### src/status_regs_pkg.sv
package status_regs_pkg;

    localparam logic [7:0] PROFILE_STATUS_OFFSET = 8'h13;
    localparam logic [7:0] PIN_STATUS_OFFSET     = 8'h14;
    localparam logic [7:0] PROFILE_STATUS_RESET  = 8'h00;
    localparam logic [7:0] PIN_STATUS_RESET      = 8'h00;
    localparam int         NUM_LEGACY            = 7;
    localparam int         POS_POWER_ENABLE      = 6;
    localparam int         POS_MODE_TWO          = 5;
    localparam int         POS_MODE_ONE          = 4;
    localparam int         POS_EMULATION         = 3;
    localparam int         POS_POLARITY          = 2;
    localparam int         POS_STATE_LSB         = 0;
    localparam logic [1:0] STATE_SLEEP           = 2'h0;
    localparam logic [1:0] STATE_DETECT          = 2'h1;
    localparam logic [1:0] STATE_ACTIVE          = 2'h2;
    localparam logic [1:0] STATE_ERROR           = 2'h3;

    typedef enum logic [1:0] {
        RD_IDLE = 2'b01,
        RD_BUSY = 2'b10
    } rd_state_e;

    // Effective control levels after override selection
    typedef struct packed {
        logic power_enable_control;
        logic mode_select_two;
        logic mode_select_one;
        logic emulation_enable_input;
    } ctrl_levels_s;

    // Register read request and answer
    typedef struct packed {
        logic       rd;
        logic [7:0] addr;
    } reg_req_s;

    typedef struct packed {
        logic       valid;
        logic [7:0] data;
    } reg_rsp_s;

endpackage : status_regs_pkg

### src/level_mux.sv
`timescale 1ns/1ps
module level_mux (
    input  wire logic pin_level,
    input  wire logic override_level,
    input  wire logic use_override,
    output logic      level
);
    assign level = use_override ? override_level : pin_level;
endmodule : level_mux

### src/profile_and_pin_status_regs.sv
`timescale 1ns/1ps
module profile_and_pin_status_regs
    import status_regs_pkg::*;
#(
    parameter int LEGACY_COUNT = 7
) (
    input  wire logic                          CLOCK,
    input  wire logic                          SYS_RST,
    input  wire logic [LEGACY_COUNT-1:0]       LEGACY_ACCEPT,
    input  wire logic                          POWER_ENABLE_LEVEL,
    input  wire logic                          POWER_ENABLE_OVERRIDE,
    input  wire logic                          MODE_ONE_LEVEL,
    input  wire logic                          MODE_ONE_OVERRIDE,
    input  wire logic                          MODE_TWO_LEVEL,
    input  wire logic                          MODE_TWO_OVERRIDE,
    input  wire logic                          EMULATION_ENABLE_LEVEL,
    input  wire logic                          EMULATION_ENABLE_OVERRIDE,
    input  wire logic                          PIN_IGNORE,
    input  wire logic                          POLARITY_PIN,
    input  wire logic                          REMOVAL_EVENT,
    input  wire logic                          ACTIVE_MODE_CHANGE,
    input  wire logic [1:0]                    POWER_STATE,
    input  wire logic                          HS_SWITCH_DURING_EMULATION,
    input  wire logic                          CUSTOM_CURRENT_MODE,
    input  wire logic                          BUS_ACCESS,
    input  wire status_regs_pkg::reg_req_s     REG_REQ,
    output status_regs_pkg::reg_rsp_s          REG_RSP,
    output logic                               HS_SWITCH_CLOSE,
    output logic                               CUSTOM_LIMIT_SELECT,
    output logic                               LEGACY_CHARGING,
    output logic                               WAKE_REQUEST,
    output logic [7:0]                         PROFILE_STATUS,
    output logic [7:0]                         PIN_STATUS
);
    import status_regs_pkg::*;

    typedef struct packed {
        logic [6:0]  legacy;
        logic [7:0]  pins;
        logic        pol_loaded;
        logic        pol;
        rd_state_e   rd;
        reg_rsp_s    rsp;
        logic        hs;
        logic        cur;
        logic        chg;
        logic        wake;
        logic        pen_prev;
    } state_s;

    state_s       q_r;
    state_s       d_nxt;
    ctrl_levels_s lv;
    logic         ovr;
    logic         clr;

    assign ovr = PIN_IGNORE;

    level_mux u_pen (.pin_level(POWER_ENABLE_LEVEL), .override_level(POWER_ENABLE_OVERRIDE),
                     .use_override(ovr), .level(lv.power_enable_control));
    level_mux u_mode_two (.pin_level(MODE_TWO_LEVEL), .override_level(MODE_TWO_OVERRIDE),
                          .use_override(ovr), .level(lv.mode_select_two));
    level_mux u_mode_one (.pin_level(MODE_ONE_LEVEL), .override_level(MODE_ONE_OVERRIDE),
                          .use_override(ovr), .level(lv.mode_select_one));
    level_mux u_em (.pin_level(EMULATION_ENABLE_LEVEL), .override_level(EMULATION_ENABLE_OVERRIDE),
                    .use_override(ovr), .level(lv.emulation_enable_input));

    always_comb begin
        logic enabled;
        logic pol_eff;
        enabled = 1'b0;
        pol_eff = q_r.pol_loaded ? q_r.pol : POLARITY_PIN;
        d_nxt = q_r;
        // Enabled when level matches latched polarity
        enabled = (lv.power_enable_control == pol_eff);
        d_nxt.pen_prev = enabled;
        // Flags set by acceptance, cleared on events
        d_nxt.legacy = q_r.legacy | LEGACY_ACCEPT[6:0];
        clr = (q_r.pen_prev && !enabled) || ACTIVE_MODE_CHANGE || REMOVAL_EVENT;
        if (clr) begin
            d_nxt.legacy = 7'h00;
        end
        if (!q_r.pol_loaded) begin
            d_nxt.pol_loaded = 1'b1;
            d_nxt.pol = POLARITY_PIN;
        end
        d_nxt.pins = PIN_STATUS_RESET;
        d_nxt.pins[POS_POWER_ENABLE] = lv.power_enable_control;
        d_nxt.pins[POS_MODE_TWO] = lv.mode_select_two;
        d_nxt.pins[POS_MODE_ONE] = lv.mode_select_one;
        d_nxt.pins[POS_EMULATION] = lv.emulation_enable_input;
        d_nxt.pins[POS_POLARITY] = pol_eff;
        d_nxt.pins[POS_STATE_LSB +: 2] = POWER_STATE;
        // Profile steers switch, limit and charging flag, no alert paths
        d_nxt.chg = |q_r.legacy;
        d_nxt.hs = (|q_r.legacy) && HS_SWITCH_DURING_EMULATION;
        d_nxt.cur = (|q_r.legacy) && CUSTOM_CURRENT_MODE;
        d_nxt.wake = BUS_ACCESS || (REG_REQ.rd && (POWER_STATE == STATE_SLEEP));
        d_nxt.rsp.valid = 1'b0;
        d_nxt.rsp.data = 8'h00;
        case (q_r.rd)
            RD_IDLE: begin
                if (REG_REQ.rd) begin
                    d_nxt.rd = RD_BUSY;
                end
            end
            RD_BUSY: begin
                d_nxt.rd = RD_IDLE;
                d_nxt.rsp.valid = 1'b1;
                if (REG_REQ.addr == PROFILE_STATUS_OFFSET) begin
                    d_nxt.rsp.data = {1'b0, q_r.legacy};
                end else if (REG_REQ.addr == PIN_STATUS_OFFSET) begin
                    d_nxt.rsp.data = q_r.pins;
                    // Host access leaves sleep, so the read answer reports DETECT instead; PIN_STATUS still shows SLEEP
                    if (q_r.pins[POS_STATE_LSB +: 2] == STATE_SLEEP) begin
                        d_nxt.rsp.data[POS_STATE_LSB +: 2] = STATE_DETECT;
                    end
                end
            end
            default: begin
                d_nxt.rd = RD_IDLE;
            end
        endcase
    end

    always_ff @(posedge CLOCK or posedge SYS_RST) begin
        if (SYS_RST) begin
            q_r <= '{legacy: PROFILE_STATUS_RESET[6:0], pins: PIN_STATUS_RESET, pol_loaded: 1'b0,
                     pol: 1'b0, rd: RD_IDLE, rsp: '0, hs: 1'b0, cur: 1'b0, chg: 1'b0,
                     wake: 1'b0, pen_prev: 1'b0};
        end else begin
            q_r <= d_nxt;
        end
    end

    assign REG_RSP             = q_r.rsp;
    assign HS_SWITCH_CLOSE     = q_r.hs;
    assign CUSTOM_LIMIT_SELECT = q_r.cur;
    assign LEGACY_CHARGING     = q_r.chg;
    assign WAKE_REQUEST        = q_r.wake;
    assign PROFILE_STATUS      = {1'b0, q_r.legacy};
    assign PIN_STATUS          = q_r.pins;

    chk_flags_clear_event: assert property (@(posedge CLOCK) disable iff (SYS_RST)
        (REMOVAL_EVENT || ACTIVE_MODE_CHANGE) |=> (PROFILE_STATUS == 8'h00))
        else $error("flags not cleared");
    chk_flag_set_accept: assert property (@(posedge CLOCK) disable iff (SYS_RST)
        (LEGACY_ACCEPT[0] && !REMOVAL_EVENT && !ACTIVE_MODE_CHANGE && !clr) |=> PROFILE_STATUS[0])
        else $error("flag not set");
    chk_bit7_zero: assert property (@(posedge CLOCK) disable iff (SYS_RST)
        !PROFILE_STATUS[7] && !PIN_STATUS[7])
        else $error("bit 7 set");
    chk_hs_switch: assert property (@(posedge CLOCK) disable iff (SYS_RST)
        (PROFILE_STATUS != 8'h00 && HS_SWITCH_DURING_EMULATION) |=> HS_SWITCH_CLOSE)
        else $error("hs switch wrong");
    chk_cur_limit: assert property (@(posedge CLOCK) disable iff (SYS_RST)
        (PROFILE_STATUS == 8'h00) |=> !CUSTOM_LIMIT_SELECT)
        else $error("limit without profile");
    chk_pen_follow: assert property (@(posedge CLOCK) disable iff (SYS_RST)
        q_r.pol_loaded |=> (PIN_STATUS[6] == $past(lv.power_enable_control)))
        else $error("power enable not mirrored");
    chk_mode_follow: assert property (@(posedge CLOCK) disable iff (SYS_RST)
        q_r.pol_loaded |=> (PIN_STATUS[5:4] == $past({lv.mode_select_two, lv.mode_select_one})))
        else $error("mode not mirrored");
    chk_em_follow: assert property (@(posedge CLOCK) disable iff (SYS_RST)
        q_r.pol_loaded |=> (PIN_STATUS[3] == $past(lv.emulation_enable_input)))
        else $error("emulation not mirrored");
    chk_pol_stable: assert property (@(posedge CLOCK) disable iff (SYS_RST)
        q_r.pol_loaded |=> $stable(q_r.pol))
        else $error("polarity changed");
    chk_pol_mirror: assert property (@(posedge CLOCK) disable iff (SYS_RST)
        q_r.pol_loaded |=> (PIN_STATUS[POS_POLARITY] == q_r.pol))
        else $error("polarity not mirrored");
    chk_state_field: assert property (@(posedge CLOCK) disable iff (SYS_RST)
        q_r.pol_loaded |=> (PIN_STATUS[1:0] == $past(POWER_STATE)))
        else $error("state not reported");
    chk_read_answer: assert property (@(posedge CLOCK) disable iff (SYS_RST)
        (REG_REQ.rd && q_r.rd == RD_IDLE) |=> ##1 REG_RSP.valid)
        else $error("no read answer");
    chk_wake_sleep: assert property (@(posedge CLOCK) disable iff (SYS_RST)
        BUS_ACCESS |=> WAKE_REQUEST)
        else $error("no wake");
    chk_read_not_sleep: assert property (@(posedge CLOCK) disable iff (SYS_RST)
        (REG_RSP.valid && $past(REG_REQ.addr) == PIN_STATUS_OFFSET) |-> (REG_RSP.data[1:0] != STATE_SLEEP))
        else $error("sleep code read");
    chk_hs_open: assert property (@(posedge CLOCK) disable iff (SYS_RST)
        (PROFILE_STATUS == 8'h00 || !HS_SWITCH_DURING_EMULATION) |=> !HS_SWITCH_CLOSE)
        else $error("hs switch not open");
    chk_cur_custom: assert property (@(posedge CLOCK) disable iff (SYS_RST)
        (PROFILE_STATUS != 8'h00 && CUSTOM_CURRENT_MODE) |=> CUSTOM_LIMIT_SELECT)
        else $error("custom limit missing");
    chk_flags_clear_off: assert property (@(posedge CLOCK) disable iff (SYS_RST)
        (q_r.pol_loaded && q_r.pen_prev && lv.power_enable_control != q_r.pol) |=> (PROFILE_STATUS == 8'h00))
        else $error("flags kept on disable");
    chk_flags_sticky: assert property (@(posedge CLOCK) disable iff (SYS_RST)
        (PROFILE_STATUS[6] && !clr) |=> PROFILE_STATUS[6])
        else $error("flag lost");
    chk_charging_flag: assert property (@(posedge CLOCK) disable iff (SYS_RST)
        (PROFILE_STATUS == 8'h00) |=> !LEGACY_CHARGING)
        else $error("charging without profile");
    chk_read_single: assert property (@(posedge CLOCK) disable iff (SYS_RST)
        REG_RSP.valid |=> !REG_RSP.valid)
        else $error("answer repeated");

    cov_accept: cover property (@(posedge CLOCK) disable iff (SYS_RST) PROFILE_STATUS[6]);
    cov_removal: cover property (@(posedge CLOCK) disable iff (SYS_RST)
        (PROFILE_STATUS != 8'h00) ##1 REMOVAL_EVENT);
    cov_read: cover property (@(posedge CLOCK) disable iff (SYS_RST) REG_RSP.valid);
    cov_sleep_read: cover property (@(posedge CLOCK) disable iff (SYS_RST)
        REG_RSP.valid && (PIN_STATUS[1:0] == STATE_SLEEP));
endmodule : profile_and_pin_status_regs

### config.mk
export PLATFORM = sky130hd
export DESIGN_NAME = profile_and_pin_status_regs
export DESIGN_NICKNAME = d
export VERILOG_FILES = /design/src/status_regs_pkg.sv /design/src/level_mux.sv /design/src/profile_and_pin_status_regs.sv
export SDC_FILE = /design/constraint.sdc
export NUM_CORES = 1
export LEC_CHECK = 0
export BUFFER_PORTS_ARGS = -buffer_cell sky130_fd_sc_hd__buf_2
export CELL_PAD_IN_SITES_DETAIL_PLACEMENT = 0
export CELL_PAD_IN_SITES_GLOBAL_PLACEMENT = 1
export CORE_ASPECT_RATIO = 0.7
export CORE_MARGIN = 2
export CORE_UTILIZATION = 36
export CTS_CLUSTER_SIZE = 10
export DETAILED_ROUTE_END_ITERATION = 10
export GPL_TIMING_DRIVEN = 0
export PLACE_DENSITY = 0.87
export SLEW_MARGIN = 20
export SYNTH_ARGS = -nofsm -noshare
export SYNTH_HDL_FRONTEND = slang
export SYNTH_SLANG_ARGS = --single-unit
### constraint.sdc
create_clock -name CLOCK -period 2.6 [get_ports CLOCK]
set_input_delay 0.13 -clock CLOCK [delete_from_list [all_inputs] [get_ports CLOCK]]
set_output_delay 0.13 -clock CLOCK [all_outputs]
set_load 0.02 [all_outputs]
==> flow_summary_export.csv, run 1 <==
group,metric,value,unit
place,hpwl,2160,µm
sta,totalNegativeSetupSlack,0,ps
sta,tightestPinTransition,642,ps
sta,setup_violating_endpoint_count_in_the_final_report,0,
cells_and_area,final_common_cell,"sky130_fd_sc_hd__buf_2",
setup_path,critical_path.cell_chain,"mux2_2, xor2_4, a21oi_1",
place,detailed_place.area,1700,µm²
floorplanning,die-area,4190,µm²
run,cap_viol_max_count,0,
hold_path,hold-path-cell-count,2,
setup_path,timing.critical_path.required,2760,ps
floorplanning,design.portCount,64,
synth,ys_seq_area_frac,0.586,
sta,relSlewSlack,0.571,
grt,largest_net_degree_at_the_start_of_global_routing,32,
floorplanning,placeableCoreArea,3510,µm²
clock_network,cts.hold.buffers_added,2,
detailed_routing,drt_pass1_iterations,4,
sta,number_of_max_slew_violations_in_the_final_report,0,
detailed_routing,viasPerCell,4.25,
sta,post_route_skew,10.2,ps
setup_path,r2r.worst_path.cells,3,
detailed_routing,detail_route.iter0.violations,34,
synth,syn_inst,113,
clock_network,post_cts_resized,0,
cells_and_area,antenna_cells_inserted,0,
grt,grt_pass1_wl,4510,µm
floorplanning,placement_rows,18,
setup_path,critical-path-slowest-cell,"sky130_fd_sc_hd__mux2_2",
synth,synthesis.yosys.warnings,0,
sta,max_freq,0.835,GHz
clock_network,clkSinkCount,31,
detailed_routing,drc,0,
detailed_routing,route.vias.total,1003,
sta,timing_hold_violations_final,0,
setup_path,cp_slowest_stage_delay,390,ps
setup_path,critPathMaxFanout,8,
grt,antenna_found_initial,0,
pwr,power.ir.vdd_worst,337,µV
clock_network,clock_insertion_delay_worst_skew,280,ps
place,gpl.final_weighted_congestion,0.764,
clock_network,cts.htree.levels,2,
setup_path,timing.critical_path.to_type,"register",
sta,finalCriticalPeriod,1200,ps
setup_path,path_delay_family,"multiplexers",
synth,synth_area_per_cell,11.7,µm²
place,placement.io_buffers,60,
cells_and_area,synthToLayoutAreaGrowth,36.3,%
detailed_routing,finalWirelength,2830,µm
pwr,static-leakage-power,0.971,nW
setup_path,critPathKind,"register to register",
setup_path,critical_register_to_register_path_startpoint,"q_r[17]",
setup_path,worstSetupStartpointType,"register",
synth,netlist_area,1330,µm²
setup_path,critical_path_depth,3,
grt,vias_in_the_first_global_route,980,
setup_path,critical_path.startpoint,"q_r[17]",
status,outcome,"finished clean",
clock_network,cts-buffers-inserted,5,
cells_and_area,drive_gt1_frac,0.532,
cells_and_area,fillCellCount,352,
hold_path,timing.hold.worst.class,"primary input to register",
clock_network,tritoncts,"done",
grt,grt.total_usage,0.151,
clock_network,clkSlewWorstSetupHoldPaths,70,ps
clock_network,clockBufferDepth,2,
setup_path,cp.arrival,1350,ps
setup_path,worstPathBufferInverterCount,0,
floorplanning,floorplan.die.width,76.5,µm
cells_and_area,layout.nets,220,
floorplanning,initial_core_util,0.377,
synth,ys_seq_elements,31,
floorplanning,fp.dieH,54.8,µm
sta,min_period_over_period,0.461,
hold_path,hp-start,"BUS_ACCESS",
cells_and_area,final_standard_cell_area_without_fillers,1810,µm²
synth,ys_types,23,
pwr,powerDensity,591,nW/µm²
clock_network,cts_setup_buffers,0,
detailed_routing,routedWlPerCell,12.0,µm
clock_network,cts_root_buf,"sky130_fd_sc_hd__clkbuf_8",
sta,rsz_0062_raised_after_global_routing,"no",
grt,grt.overflow.total,0,
cells_and_area,layout.cells.most_common_list,"sky130_fd_sc_hd__buf_2 (60), sky130_fd_sc_hd__dfrtp_1 (30), sky130_fd_sc_hd__buf_4 (25)",
detailed_routing,postRouteAntennaNets,0,
## synthesized netlist by cell type
master | count | share of area
sky130_fd_sc_hd__dfrtp_1 | 30 | 0.57
sky130_fd_sc_hd__buf_4 | 25 | 0.14
sky130_fd_sc_hd__nor2_1 | 9 | 0.025
sky130_fd_sc_hd__a21oi_1 | 8 | 0.030
sky130_fd_sc_hd__o21ai_0 | 8 | 0.030
sky130_fd_sc_hd__a22oi_1 | 6 | 0.034
sky130_fd_sc_hd__inv_1 | 4 | 0.011
sky130_fd_sc_hd__mux2_2 | 4 | 0.034
sky130_fd_sc_hd__and2_1 | 2 | 0.0094
sky130_fd_sc_hd__and3b_1 | 2 | 0.013
sky130_fd_sc_hd__conb_1 | 2 | 0.0057
sky130_fd_sc_hd__nand2_1 | 2 | 0.0057
sky130_fd_sc_hd__a21o_1 | 1 | 0.0057
sky130_fd_sc_hd__clkbuf_1 | 1 | 0.0028
sky130_fd_sc_hd__dfstp_2 | 1 | 0.020
sky130_fd_sc_hd__mux2_4 | 1 | 0.011
sky130_fd_sc_hd__nand3_1 | 1 | 0.0038
sky130_fd_sc_hd__nor2b_1 | 1 | 0.0047
sky130_fd_sc_hd__nor3_1 | 1 | 0.0038
sky130_fd_sc_hd__nor3b_1 | 1 | 0.0057
sky130_fd_sc_hd__nor3b_2 | 1 | 0.0094
sky130_fd_sc_hd__nor4_1 | 1 | 0.0047
sky130_fd_sc_hd__xor2_4 | 1 | 0.021
## cells by family after synthesis
group / synth area share
xor gates and xnor gates: 0.0208
AOI/OAI and AO/OA: 0.100
and+or+nand+nor: 0.0859
other: 0.00567
buffers and inverters: 0.156
muxes: 0.0453
DFF: 0.586
## routing by layer
layer	up-vias	GRT usage	wire length, µm
li1	494	-	-
met1	465	0.183	1310
met2	42	0.227	1270
met3	2	0.0710	216
met4	0	0.0818	32
met5	-	0	0
## sequential cells by signal (all words and copies together) (netlist names)
| name | count |
|---|---|
| PIN_STATUS | 7 |
| PROFILE_STATUS | 7 |
| q_r | 5 |
| CUSTOM_LIMIT_SELECT | 1 |
| WAKE_REQUEST | 1 |
| HS_SWITCH_CLOSE | 1 |
| REG_RSP | 8 |
| LEGACY_CHARGING | 1 |
## worst register-to-register path: stages (launching register included)
cell and delay (ps):
sky130_fd_sc_hd__dfrtp_1 340, sky130_fd_sc_hd__mux2_2 390, sky130_fd_sc_hd__xor2_4 240, sky130_fd_sc_hd__a21oi_1 110
## power breakdown
group	internal, mW	switching, mW
combinational	0.0820	0.0929
clock	0.190	0.163
sequential	0.515	0.0235
total	0.787	0.279
## final timing paths
path / slack [ps] / endpoint
min: 30 / WAKE_REQUEST
min in group asynchronous: 490 / PIN_STATUS[3]
max: 1400 / PROFILE_STATUS[1]
min reg2reg: 560 / REG_RSP[6]
max in group asynchronous: 1680 / REG_RSP[6]
max reg2reg: 1400 / PROFILE_STATUS[1]
## metrics by stage
stage               worst slack [ps]   util  hold slack (ps)  cells  total power, mW
floorplan                       1490      -              161    115            0.652
CTS                             1390  0.511             30.8    235             1.08
finish                          1400  0.514             33.6    236             1.07
detailed placement              1360  0.483              254    225            0.720
global placement                1440  0.483              254    225            0.714
global route                    1300  0.514             33.6    236             1.12
## area by class of cell
class / count / area, µm² / area share
Buffer: 26 / 191 / 0.106
Clock buffer: 8 / 80.1 / 0.0444
Inverter: 4 / 15.0 / 0.00832
Multi-Input combinational cell: 54 / 349 / 0.193
Sequential cell: 31 / 777 / 0.430
Tap cell: 50 / 62.6 / 0.0347
Timing Repair Buffer: 63 / 330 / 0.183
Power figures use the tool's default switching activity.
==> run 2, diff against run 1 <==
--- a/config.mk
+++ b/config.mk
@@ -10,11 +10,11 @@
 export CELL_PAD_IN_SITES_GLOBAL_PLACEMENT = 1
 export CORE_ASPECT_RATIO = 0.7
 export CORE_MARGIN = 2
-export CORE_UTILIZATION = 36
+export CORE_UTILIZATION = 33
 export CTS_CLUSTER_SIZE = 10
 export DETAILED_ROUTE_END_ITERATION = 10
 export GPL_TIMING_DRIVEN = 0
-export PLACE_DENSITY = 0.87
+export PLACE_DENSITY = 0.81
 export SLEW_MARGIN = 20
 export SYNTH_ARGS = -nofsm -noshare
 export SYNTH_HDL_FRONTEND = slang
==> constraint.sdc (replaced) <==
create_clock -name CLOCK -period 1.19 [get_ports CLOCK]
set_input_delay 0.0595 -clock CLOCK [delete_from_list [all_inputs] [get_ports CLOCK]]
set_output_delay 0.0595 -clock CLOCK [all_outputs]
set_load 0.02 [all_outputs]
==> run 2 against run 1 <==
Effect of this change:
- total power rose by 150%
- clock skew fell by 4.6 ps
- critical path depth did not move
- first-iteration DRC count fell by 12%
- sequential power rose by 120%
- sequential share of layout area fell by 2.2 points
- register-to-register slack got worse by 1400 ps
- core utilization fell by 2.3 points
- routed wire length rose by 2.0%
- via count rose by 1.8%
- die area rose by 8.5%
- final cell count rose by 3.0%
- critical endpoint is now PROFILE_STATUS[4]
- largest cell class unchanged
==> flow_summary_export.csv, run 2 (same netlist as run 1, synthesis figures left out) <==
group,metric,value,unit
detailed_routing,detail_route.iter0.violations,30,
detailed_routing,drc,0,
pwr,static-leakage-power,1.02,nW
floorplanning,die-area,4550,µm²
sta,totalNegativeSetupSlack,0,ps
place,gpl.final_weighted_congestion,0.766,
cells_and_area,layout.cells.most_common_list,"sky130_fd_sc_hd__buf_2 (60), sky130_fd_sc_hd__dfrtp_1 (30), sky130_fd_sc_hd__buf_4 (26)",
run,cap_viol_max_count,0,
sta,finalCriticalPeriod,1170,ps
cells_and_area,antenna_cells_inserted,0,
setup_path,critical_register_to_register_path_startpoint,"q_r[17]",
cells_and_area,layout.nets,225,
clock_network,cts_root_buf,"sky130_fd_sc_hd__clkbuf_8",
cells_and_area,multi_input_area,359,µm²
sta,setup_violating_endpoint_count_in_the_final_report,0,
grt,vias_in_the_first_global_route,988,
floorplanning,placement_rows,19,
sta,post_route_skew,5.60,ps
setup_path,critPathMaxFanout,8,
floorplanning,fp.dieH,57.0,µm
setup_path,r2r-end,"PROFILE_STATUS[4]",
setup_path,path_delay_family,"flip-flops",
setup_path,timing.critical_path.to_type,"register",
floorplanning,placeableCoreArea,3870,µm²
clock_network,cts.htree.levels,2,
detailed_routing,drt_pass1_iterations,4,
setup_path,worstSetupStartpointType,"register",
detailed_routing,postRouteAntennaNets,0,
clock_network,clkSlewWorstSetupHoldPaths,70,ps
grt,largest_net_degree_at_the_start_of_global_routing,32,
detailed_routing,routedWlPerCell,11.9,µm
clock_network,clockBufferDepth,2,
pwr,powerDensity,1390,nW/µm²
place,placement.io_buffers,60,
clock_network,clkSinkCount,31,
cells_and_area,synthToLayoutAreaGrowth,43.6,%
setup_path,cp_slowest_stage_delay,370,ps
setup_path,setup.reg_to_reg.worst_slack,20,ps
setup_path,timing.critical_path.required,1350,ps
floorplanning,floorplan.die.width,79.7,µm
grt,antenna_found_initial,0,
cells_and_area,fin_cells,243,
cells_and_area,drive_gt1_frac,0.545,
sta,min_period_over_period,0.982,
setup_path,worstPathBufferInverterCount,0,
grt,grt_pass1_wl,4690,µm
hold_path,timing.hold.worst.class,"primary input to register",
sta,max_freq,0.855,GHz
place,place_ws,-6.31,ps
detailed_routing,viasPerCell,4.20,
sta,tightestPinTransition,639,ps
clock_network,tritoncts,"done",
pwr,p_total,2.64,mW
sta,rsz_0062_raised_after_global_routing,"yes",
place,hpwl,2130,µm
setup_path,critPathKind,"register to register",
setup_path,critical-path-slowest-cell,"sky130_fd_sc_hd__dfrtp_1",
hold_path,hold-path-cell-count,2,
pwr,power.ir.vdd_worst,717,µV
setup_path,r2r.worst_path.cells,3,
clock_network,cts-buffers-inserted,5,
grt,grt.total_usage,0.141,
detailed_routing,route.vias.total,1021,
status,outcome,"finished clean",
setup_path,critical_path.cell_chain,"mux2_4, xor2_4, a21oi_1",
cells_and_area,final_common_cell,"sky130_fd_sc_hd__buf_2",
sta,relSlewSlack,0.573,
setup_path,cp.arrival,1330,ps
grt,grt.overflow.total,0,
sta,timing_hold_violations_final,0,
floorplanning,initial_core_util,0.342,
clock_network,clock_insertion_delay_worst_skew,280,ps
place,post-place-cells,227,
floorplanning,design.portCount,64,
hold_path,hp-start,"MODE_TWO_OVERRIDE",
detailed_routing,finalWirelength,2890,µm
cells_and_area,max_reg_flops,8,
cells_and_area,area.sequential,777,µm²
sta,finalWorstSetupSlack,21.0,ps
sta,number_of_max_slew_violations_in_the_final_report,0,
cells_and_area,fillCellCount,361,
hold_path,timing.hold.worst_endpoint,"PIN_STATUS[5]",
-- run 2: cell count changes in the layout (fill, tap and decap cells not counted) --
cell	before	now
sky130_fd_sc_hd__buf_4	25	26
sky130_fd_sc_hd__dlygate4sd3_1	3	7
sky130_fd_sc_hd__mux2_2	4	3
sky130_fd_sc_hd__bufinv_16	0	1
sky130_fd_sc_hd__clkinv_2	0	1
sky130_fd_sc_hd__clkbuf_8	5	6
sky130_fd_sc_hd__nor4_2	0	1
sky130_fd_sc_hd__clkbuf_1	4	1
sky130_fd_sc_hd__mux2_4	1	2
sky130_fd_sc_hd__nor4_1	1	0
-- run 2: report_power, final --
group | internal [mW] | leakage, nW | switching, mW
Clock | 0.677 | 0.0612 | 0.382
Sequential | 1.13 | 0.395 | 0.0513
Combinational | 0.196 | 0.564 | 0.208
-- run 2: worst max-delay path by stage --
| stage | from | endpoint | slack [ps] | depth (start not counted) |
|---|---|---|---|---|
| final | q_r[17] | PROFILE_STATUS[4] | 20 | 3 |
| after global routing | q_r[17] | PROFILE_STATUS[5] | -70 | 3 |
| after CTS | q_r[17] | PROFILE_STATUS[4] | 7 | 3 |
| after detailed placement | q_r[17] | PROFILE_STATUS[4] | -6 | 3 |
| after global placement | q_r[17] | PROFILE_STATUS[1] | 10 | 3 |
| after floorplan | q_r[17] | PROFILE_STATUS[0] | 80 | 3 |
-- run 2: final cells by class --
class / count / area share
buffer: 26 / 0.101
clock inverter: 2 / 0.0184
timing repair buffer: 68 / 0.199
inverter: 4 / 0.00789
multi-input combinational: 54 / 0.189
clock buffer: 6 / 0.0434
tap: 52 / 0.0342
sequential: 31 / 0.408
-- run 2: per-stage QoR --
stage / hold slack (ps) / cell area [µm²] / utilization
after CTS: 1.05 / 1900 / 0.490
after detailed placement: 178 / 1700 / 0.438
after global placement: 189 / 1700 / 0.438
after global routing: 10.1 / 1900 / 0.491
final: 9.68 / 1900 / 0.491
after floorplan: 90.9 / 1330 / -
-- run 2: repair_timing --
| item | 4_1_cts | 5_1_grt |
|---|---|---|
| endpoints found under the hold margin | 35 | 0 |
| buffers inserted | 1 | 0 |
| pin swaps | 0 | 2 |
| gates resized for setup | 1 | 1 |
| hold buffers | 7 | 0 |
| setup endpoints to repair | 7 | 9 |
-- run 2: metal layers --
| layer | vias up | routed length (µm) | GRT usage | part of all wire |
|---|---|---|---|---|
| li1 | 502 | - | - | - |
| met1 | 472 | 1290 | 0.177 | 0.45 |
| met2 | 41 | 1290 | 0.209 | 0.45 |
| met3 | 6 | 258 | 0.0649 | 0.089 |
| met4 | 0 | 55 | 0.0654 | 0.019 |
| met5 | - | 0 | 0 | 0 |
